`config.mk`:
```
export PLATFORM = sky130hd
export DESIGN_NAME = lcdc_config
export DESIGN_NICKNAME = d
export VERILOG_FILES = /design/src/rtl/lcdc_config.v /design/src/rtl/lcdc_vop.v /design/src/rtl/lcdc_bias.v
export VERILOG_INCLUDE_DIRS = /design/src /design/src/rtl
export SDC_FILE = /design/constraint.sdc
export NUM_CORES = 1
export LEC_CHECK = 0
export ABC_AREA = 1
export BUFFER_PORTS_ARGS = -buffer_cell sky130_fd_sc_hd__clkbuf_2
export CAP_MARGIN = 10
export CORE_ASPECT_RATIO = 2
export CORE_MARGIN = 2
export CORE_UTILIZATION = 30
export CTS_BUF_LIST = sky130_fd_sc_hd__clkbuf_16
export DETAILED_ROUTE_END_ITERATION = 10
export SKIP_LAST_GASP = 1
export SLEW_MARGIN = 25
export SYNTH_ARGS = -nofsm -noshare
export SYNTH_HDL_FRONTEND = slang
export SYNTH_SLANG_ARGS = --single-unit
export TNS_END_PERCENT = 20
```
`constraint.sdc`:
```
create_clock -name clk -period 2 [get_ports clk]
set_clock_uncertainty 0.15 [all_clocks]
set_input_delay 0.1 -clock clk [delete_from_list [all_inputs] [get_ports clk]]
set_output_delay 0.1 -clock clk [all_outputs]
set_load 0.02 [all_outputs]
```
`src/rtl/lcdc_defs.vh`:
```
// Constants for the LCD driver configuration state block.
// Assumes inclusion by bare name from the rtl modules.
`ifndef LCDC_DEFS_VH
`define LCDC_DEFS_VH
`define LCDC_FSET_MASK 8'hF_8
`define LCDC_FSET_CODE 8'h2_0
`define LCDC_BIT_PD 2
`define LCDC_BIT_DIR 1
`define LCDC_BIT_PAGE 0
`define LCDC_RST_PD 1'h1
`define LCDC_RST_DIR 1'h0
`define LCDC_RST_PAGE 1'h0
`define LCDC_DISP_MASK 8'hF_A
`define LCDC_DISP_CODE 8'h0_8
`define LCDC_BANK_MASK 8'hF_8
`define LCDC_BANK_CODE 8'h4_0
`define LCDC_TC_MASK 8'hF_C
`define LCDC_TC_CODE 8'h0_4
`define LCDC_BIAS_MASK 8'hF_8
`define LCDC_BIAS_CODE 8'h1_0
`define LCDC_COL_LAST 7'h5_3
`define LCDC_BANK_LAST 3'h5
`define LCDC_MODE_BLANK 2'h0
`define LCDC_MODE_NORMAL 2'h2
`define LCDC_MODE_ALLON 2'h1
`define LCDC_MODE_INVERSE 2'h3
`define LCDC_BIAS_FACTORY 3'h4
`endif

```
`src/rtl/lcdc_config.v`:
```
// Configuration state of a 48 by 84 graphic LCD driver.
// Assumes a serial front end delivering decoded bytes as one-cycle strobes on clk.
//
// Notes on behaviour
// RULE1 - Reset gives power-down set, horizontal addressing and basic instruction page.
// RULE2 - Reset clears display mode, addresses, coefficient, bias and voltage value.
// RULE3 - After reset oscillator stops, external clock usable, display RAM untouched.
// RULE4 - Power-down holds drivers low, generators off and oscillator stopped.
// RULE5 - Power-down keeps command decoding and RAM writes working.
// RULE6 - Direction bit 0 sequences horizontally, 1 vertically.
// RULE7 - Page 0 runs display, bank, column commands; page 1 extended; both pages others.
// RULE8 - Display mode 00 blank, 10 normal, 01 all on, 11 inverse.
// RULE9 - Three-bit bank field 0 to 5 sets the bank pointer.
// RULE10 - Seven-bit column field sets the column pointer, 0 to 83.
// RULE11 - Two-bit field selects one of four temperature coefficients.
// RULE12 - Bias codes map to n of 7,6,5,4,factory,2,1,0.
// RULE13 - Voltage code is pin offset plus calibration plus twice voltage value.
// RULE14 - Pin offset is five-bit two's complement from static pins.
// RULE15 - Calibration offset is five-bit two's complement from factory storage.
// RULE16 - Voltage value is a seven-bit register written only by command.
// RULE17 - Voltage value zero switches the charge pump off.
// RULE18 - Host keeps voltage value in the range of its coefficient.
// RULE19 - Function set is 00100 plus power, direction, page bits, mode line low.
// RULE20 - Offsets are sign-extended and the sum keeps eight bits, no saturation.
// RULE21 - New field values apply from the cycle after the command is decoded; the temperature coefficient waits for the next byte.
`timescale 1ns/1ps
`include "lcdc_defs.vh"
module lcdc_config #(
   parameter [4:0] CAL_OFFSET = 5'h0_0,
   parameter [2:0] FACTORY_BIAS_N = 3'h4
) (
   input wire clk,
   input wire arst_n,
   input wire byte_valid,
   input wire [7:0] byte_data,
   input wire byte_is_data,
   input wire [4:0] pin_voltage_offset_pins,
   input wire ext_clk_select,
   output reg power_down_flag,
   output reg addr_vertical,
   output reg page_extended,
   output reg [1:0] display_mode,
   output reg [2:0] bank_addr,
   output reg [6:0] col_addr,
   output reg [1:0] temp_coeff_select,
   output reg [2:0] bias_select,
   output reg [6:0] host_voltage_value,
   output reg ram_we,
   output reg [2:0] ram_bank,
   output reg [6:0] ram_col,
   output reg [7:0] ram_wdata,
   output wire [7:0] operating_voltage_code,
   output wire [2:0] bias_n,
   output wire [3:0] bias_divisor,
   output wire osc_enable,
   output wire generators_on,
   output wire pump_on,
   output wire drivers_grounded,
   output wire pixel_force_on,
   output wire pixel_invert,
   output wire pixel_blank
);
   reg [4:0] os_sync1;
   reg [4:0] os_sync2;
   reg osc_run;
   reg tc_pending;
   reg [1:0] tc_value;
   reg [2:0] next_bank;
   reg [6:0] next_col;
   wire pump_vpr;
   wire cmd = byte_valid & ~byte_is_data;
   wire wr = byte_valid & byte_is_data;
   wire is_fset = cmd & ((byte_data & `LCDC_FSET_MASK) == `LCDC_FSET_CODE); // [RULE19]
   wire basic = cmd & ~page_extended; // [RULE7]
   wire ext = cmd & page_extended; // [RULE7]
   wire is_disp = basic & ((byte_data & `LCDC_DISP_MASK) == `LCDC_DISP_CODE);
   wire is_bank = basic & ((byte_data & `LCDC_BANK_MASK) == `LCDC_BANK_CODE);
   wire is_col = basic & byte_data[7];
   wire is_tc = ext & ((byte_data & `LCDC_TC_MASK) == `LCDC_TC_CODE);
   wire is_bias = ext & ((byte_data & `LCDC_BIAS_MASK) == `LCDC_BIAS_CODE);
   wire is_vpr = ext & byte_data[7];
   // Static pins still cross domains, so they pass two flip-flops. [RULE14]
   always @(posedge clk or negedge arst_n) begin
      if (!arst_n) begin
         os_sync1 <= 5'h0_0;
         os_sync2 <= 5'h0_0;
      end else begin
         os_sync1 <= pin_voltage_offset_pins;
         os_sync2 <= os_sync1;
      end
   end
   // Pointer advance after each data byte, wrapping at the last address. [RULE6]
   always @* begin
      next_bank = bank_addr;
      next_col = col_addr;
      if (addr_vertical) begin
         if (bank_addr == `LCDC_BANK_LAST) begin
            next_bank = 3'h0;
            next_col = (col_addr == `LCDC_COL_LAST) ? 7'h0_0 : col_addr + 7'h0_1;
         end else begin
            next_bank = bank_addr + 3'h1;
         end
      end else begin
         if (col_addr == `LCDC_COL_LAST) begin
            next_col = 7'h0_0;
            next_bank = (bank_addr == `LCDC_BANK_LAST) ? 3'h0 : bank_addr + 3'h1;
         end else begin
            next_col = col_addr + 7'h0_1;
         end
      end
   end
   always @(posedge clk or negedge arst_n) begin
      if (!arst_n) begin
         power_down_flag <= `LCDC_RST_PD; // [RULE1]
         addr_vertical <= `LCDC_RST_DIR; // [RULE1]
         page_extended <= `LCDC_RST_PAGE; // [RULE1]
         display_mode <= `LCDC_MODE_BLANK; // [RULE2]
         bank_addr <= 3'h0; // [RULE2]
         col_addr <= 7'h0_0; // [RULE2]
         temp_coeff_select <= 2'h0; // [RULE2]
         bias_select <= 3'h0; // [RULE2]
         host_voltage_value <= 7'h0_0; // [RULE2]
         tc_pending <= 1'b0;
         tc_value <= 2'h0;
         osc_run <= 1'b0; // [RULE3]
         ram_we <= 1'b0;
         ram_bank <= 3'h0;
         ram_col <= 7'h0_0;
         ram_wdata <= 8'h0_0;
      end else begin
         ram_we <= 1'b0;
         // The oscillator only runs once power-down has been left. [RULE3] [RULE4]
         osc_run <= ~power_down_flag;
         // Coefficient commands wait for the next byte of either kind.
         if (byte_valid && tc_pending) begin
            temp_coeff_select <= tc_value; // [RULE11]
            tc_pending <= 1'b0;
         end
         if (is_tc) begin
            tc_value <= byte_data[1:0];
            tc_pending <= 1'b1;
         end
         if (is_fset) begin
            power_down_flag <= byte_data[`LCDC_BIT_PD]; // [RULE19] [RULE21]
            addr_vertical <= byte_data[`LCDC_BIT_DIR];
            page_extended <= byte_data[`LCDC_BIT_PAGE];
         end
         if (is_disp) begin
            display_mode <= {byte_data[2], byte_data[0]}; // [RULE8]
         end
         if (is_bank) begin
            bank_addr <= byte_data[2:0]; // [RULE9]
         end
         if (is_col) begin
            col_addr <= byte_data[6:0]; // [RULE10]
         end
         if (is_bias) begin
            bias_select <= byte_data[2:0];
         end
         if (is_vpr) begin
            host_voltage_value <= byte_data[6:0]; // [RULE16]
         end
         // Data writes go through in power-down too; RAM itself is never cleared. [RULE5] [RULE3]
         if (wr) begin
            ram_we <= 1'b1;
            ram_bank <= bank_addr;
            ram_col <= col_addr;
            ram_wdata <= byte_data;
            bank_addr <= next_bank; // [RULE6]
            col_addr <= next_col;
         end
      end
   end
   lcdc_vop u_vop (
      .pin_voltage_offset(os_sync2),
      .cal_offset(CAL_OFFSET),
      .host_voltage_value(host_voltage_value),
      .operating_voltage_code(operating_voltage_code),
      .pump_on(pump_vpr)
   );
   lcdc_bias u_bias (
      .bias_select(bias_select),
      .factory_n(FACTORY_BIAS_N),
      .bias_n(bias_n),
      .bias_divisor(bias_divisor)
   );
   // External clock operation remains possible whatever the oscillator does. [RULE3]
   assign osc_enable = osc_run & ~power_down_flag & ~ext_clk_select; // [RULE4]
   assign generators_on = ~power_down_flag; // [RULE4]
   assign pump_on = pump_vpr & ~power_down_flag; // [RULE17] [RULE4]
   assign drivers_grounded = power_down_flag; // [RULE4]
   assign pixel_blank = (display_mode == `LCDC_MODE_BLANK); // [RULE8]
   assign pixel_force_on = (display_mode == `LCDC_MODE_ALLON);
   assign pixel_invert = (display_mode == `LCDC_MODE_INVERSE);
endmodule

```
`src/rtl/lcdc_vop.v`:
```
// Operating-voltage code arithmetic and charge pump enable.
// Assumes static offset inputs already synchronised to clk.
`timescale 1ns/1ps
module lcdc_vop (
   input wire [4:0] pin_voltage_offset,
   input wire [4:0] cal_offset,
   input wire [6:0] host_voltage_value,
   output wire [7:0] operating_voltage_code,
   output wire pump_on
);
   // Both offsets widen by sign, and the sum wraps with no saturation. [RULE13] [RULE14] [RULE15] [RULE20]
   wire [7:0] os_ext = {{3{pin_voltage_offset[4]}}, pin_voltage_offset};
   wire [7:0] cal_ext = {{3{cal_offset[4]}}, cal_offset};
   wire [7:0] pr_dbl = {host_voltage_value, 1'b0};
   assign operating_voltage_code = os_ext + cal_ext + pr_dbl;
   // A zero voltage value stops the pump whatever the offsets say. [RULE17]
   assign pump_on = (host_voltage_value != 7'h0_0);
endmodule

```
`src/rtl/lcdc_bias.v`:
```
// Bias field decoder giving the n factor of a 1/(n+4) bias.
// Assumes a factory n value from module-maker storage.
`timescale 1ns/1ps
`include "lcdc_defs.vh"
module lcdc_bias (
   input wire [2:0] bias_select,
   input wire [2:0] factory_n,
   output reg [2:0] bias_n,
   output wire [3:0] bias_divisor
);
   always @* begin
      case (bias_select) // [RULE12]
         3'h0: bias_n = 3'h7;
         3'h1: bias_n = 3'h6;
         3'h2: bias_n = 3'h5;
         3'h3: bias_n = 3'h4;
         `LCDC_BIAS_FACTORY: bias_n = factory_n;
         3'h5: bias_n = 3'h2;
         3'h6: bias_n = 3'h1;
         default: bias_n = 3'h0;
      endcase
   end
   assign bias_divisor = {1'b0, bias_n} + 4'h4;
endmodule

```
==> key figures <==
Placed design
  – Worst slack, placed: 0.0941 ns
  – Final HPWL DP: 5.91 mm
  – Global placer's final weighted congestion: 0.793
  – PortBufs: 85
  – Placed insts: 523

Floorplanning
  – Total Die Area: 10500 um2
  – CORE AREA: 9380 um2
  – Initial Util: 30.8%
  – Die height: 143 um
  – # IOs: 86
  – Cell Rows: 50
  – Die Wd: 73.5 um

Yosys
  – Synth warn: 0
  – Mux share of post-synthesis cell area: 0.778%
  – Library cells used by synthesis: 30
  – Post-synthesis cell area: 2890 um2
  – Largest family of logic cells by synthesized area: simple AND/OR/NAND/NOR gates
  – Post-Synthesis Cells: 340
  – Asr flop ratio synth: 100%
  – Compound-Gate Fraction of Synth Area: 9.81%
  – Seq/Total Area, Yosys: 51.9%
  – Post-synthesis adder-cell area fraction: 3.72%
  – Syn_nets: 366
  – Number of flops mapped to enable cells by yosys: 0
  – Main synth FF type: dfrtp_1
  – Post-Synth Simple-Gate Area: 24.8%
  – Post-Syn Area per Cell: 8.51 um2
  – Post-Synth XOR/XNOR Area: 1.51%
  – Synth Register Bits: 60

Worst setup path
  – Cells along the critical path: ha_2, inv_2, fa_2, inv_2, nand4_1, nand3_2, xor2_1, buf_4
  – R2R cell count: 5
  – Crit-path slowest cell: dfrtp_1
  – Critical Path Most Common Cell: inv_2
  – Maximum net fanout on the critical path: 2
  – CP arrival: 1.82 ns
  – Critical path's top delay family: adder cells
  – Reg-to-reg endpoint: bias_select[0]$_DFFE_PN0P_
  – Critical Path Max Stage Delay: 0.34 ns
  – R2R Setup Slk: 0.27 ns
  – Startpoint class of the critical path: flop
  – Nature of the critical path endpoint: primary output
  – WP data required: 1.75 ns
  – Setup CP Type: reg -> out
  – Reg2reg start: page_extended$_DFFE_PN0P_
  – Buffers and inverters on the worst path: 3

Power
  – PwrDens: 1090 nW/um2
  – Maximum vdd ir drop: 512 uV
  – Static Leak: 2.09 nW

STA
  – Setup slack after layout: -0.0701 ns
  – Fin. Hold Viols: 1
  – Max Fclk: 483 MHz
  – Final setup violation count: 4
  – Worst Max-Slew Pin Slew: 0.388 ns
  – Slew headroom: 73.9%
  – Period Utilization, post-route: 104%
  – Max-slew violations: 0
  – Unrepaired setup endpoints after global routing: yes
  – Minimum clock period: 2.07 ns
  – Setup TNS: -0.154 ns
  – Fin Hold WS: -0.00150 ns

Clocking
  – Cts bufs inserted: 9
  – Clock Latency Late Sink: 0.33 ns
  – Clock Path Buffers: 2
  – Clk sinks: 60
  – H-tree lvl count: 3
  – Clock Tree Root: clkbuf_16
  – Reg clk slew, reported paths: 0.05 ns
  – CTS tree: done

Drt
  – Pre-antenna DRT Iters: 4
  – Number of DRC markers in iteration 0: 118
  – Detailed Route WL: 7.81 mm
  – Post-route ant nets: 0
  – Post-route DRC: 0
  – Avg WL per Cell: 14.0 um
  – Avg Vias per Cell: 4.71
  – Total number of vias: 2625

Global routing
  – Gr usage total: 16.3%
  – Vias in the first global route: 2694
  – Largest net degree at the start of global routing: 61
  – Initial antenna violation count: 0
  – Grt met1 use: 16.1%
  – GR Layer Usage met2: 30.0%
  – Global route overflow: 0
  – Top Usage Layer GRT: met2
  – First-pass GRT wire length: 12.8 mm
  – Global routing usage on met3: 3.32%

Run status
  – Failing checks: negative hold slack, negative setup slack
  – Status: complete, but fails checks

Layout
  – Synthesis-to-layout area growth: 35.1%
  – Non-filler cells, final: 557
  – Share of cells above drive strength 1: 29.4%
  – Area of the multi-input gates: 1190 um2
  – Nets: 474
  – Fillers: 935
  – Ant diodes: 0
  – Storage element area: 1500 um2

Min path
  – Worst hold path class: in -> reg
  – Hold endpoint: host_voltage_value[6]$_DFFE_PN0P_
  – Min-Delay Path Depth: 3
  – Hold Crit Start: byte_data[6]

Run
  – Number of max-cap violations: 0
==> worst min-delay path: cells and delay by family <==
kind | cells | cell delay [ns]
buf+inv | 2 | 0.19
compound gates | 1 | 0.15
==> through the flow <==
step / util, % / area, um2 / power, mW
finish: 41.7 / 3910 / 4.26
global route: 41.7 / 3910 / 4.51
CTS: 41.6 / 3900 / 4.30
detailed placement: 36.5 / 3430 / 2.73
global placement: 36.5 / 3430 / 2.71
floorplan: - / 2890 / 2.29
==> kinds of logic (layout without fill, tap and decap cells) <==
family,count (synthesis),count (layout)
adder cells (fa/ha/maj),8,8
AO/OA/AOI/OAI,49,49
buffers and inverters,48,161
XOR/XNOR,5,5
flip-flops,60,60
multiplexers,2,2
AND/OR/NAND/NOR,168,168
==> worst max path at each step <==
stage                                            from                   endpoint  cells past startpoint
finish              host_voltage_value[0]$_DFFE_PN0P_  operating_voltage_code[7]                      8
detailed placement  host_voltage_value[0]$_DFFE_PN0P_  operating_voltage_code[7]                      8
floorplan           host_voltage_value[0]$_DFFE_PN0P_  operating_voltage_code[7]                      7
global route        host_voltage_value[0]$_DFFE_PN0P_  operating_voltage_code[7]                      8
global placement    host_voltage_value[0]$_DFFE_PN0P_  operating_voltage_code[7]                      8
CTS                 host_voltage_value[0]$_DFFE_PN0P_  operating_voltage_code[7]                      8
==> cell usage after synthesis, drive strengths merged (2+ instances only) <==
cell type  instances  area [um2]
nand2            107         409
dfrtp             59        1480
inv               36         135
o21ai             34         200
nand3             21         105
nor2              21        81.3
nand4             13        81.3
a21oi             11        55.1
buf               10        73.8
ha                 7        87.6
nor3               3        20.0
xor2               3        26.3
a21o               2        15.0
clkbuf             2        7.51
mux2               2        22.5
xnor2              2        17.5
==> per-layer routing <==
| layer | part of all wire (%) | vias up |
|---|---|---|
| li1 | - | 1309 |
| met1 | 36 | 1235 |
| met2 | 56 | 64 |
| met3 | 3.9 | 17 |
| met4 | 3.6 | 0 |
| met5 | 0 | - |
==> area by class of cell <==
class / instances / share of cell area, %
sequential: 60 / 38.4
multi-input combinational: 232 / 30.4
timing repair buffer: 109 / 16.9
clock buffer: 9 / 5.76
inverter: 36 / 3.46
tap: 104 / 3.33
clock inverter: 7 / 1.73
==> registers in the layout, indices dropped and copies added, names as in the netlist, 5 cells and up <==
name and count:
os_sync1 5, col_addr 7, ram_col 7, ram_wdata 8, os_sync2 5, host_voltage_value 7
==> placed cells by master (no fill, tap or decap), types with 2 or more instances in the layout <==
cell | Yosys | final
a21o_1 | 2 | 2
a21oi_1 | 11 | 11
buf_4 | 7 | 8
clkbuf_16 | 0 | 9
clkbuf_2 | 0 | 84
clkinv_2 | 0 | 3
clkinvlp_4 | 0 | 3
dfrtp_1 | 59 | 59
dlygate4sd3_1 | 0 | 16
ha_1 | 7 | 5
ha_2 | 0 | 2
inv_1 | 35 | 33
inv_2 | 1 | 3
mux2_2 | 2 | 2
nand2_1 | 104 | 104
nand2_2 | 3 | 3
nand3_1 | 21 | 20
nand4_1 | 13 | 13
nor2_1 | 20 | 20
nor3_1 | 2 | 2
o21ai_0 | 26 | 26
o21ai_2 | 8 | 8
xnor2_1 | 2 | 2
xor2_1 | 3 | 3
==> power breakdown <==
part	internal (mW)	switching, mW	total (mW)
clock	0.955	0.561	1.52
combinational	0.439	0.778	1.22
sequential	1.37	0.152	1.53
==> timing repair <==
| item | 4_1_cts | 5_1_grt |
|---|---|---|
| buffers inserted | 2 | 0 |
| pin swaps | 4 | 3 |
| endpoints found under the hold margin | 73 | 0 |
| setup endpoints to repair | 4 | 8 |
| gates cloned | 0 | 0 |
| resized for setup | 5 | 3 |
| hold buffers | 16 | 0 |
Note: power is estimated with default switching activity, not from simulation.
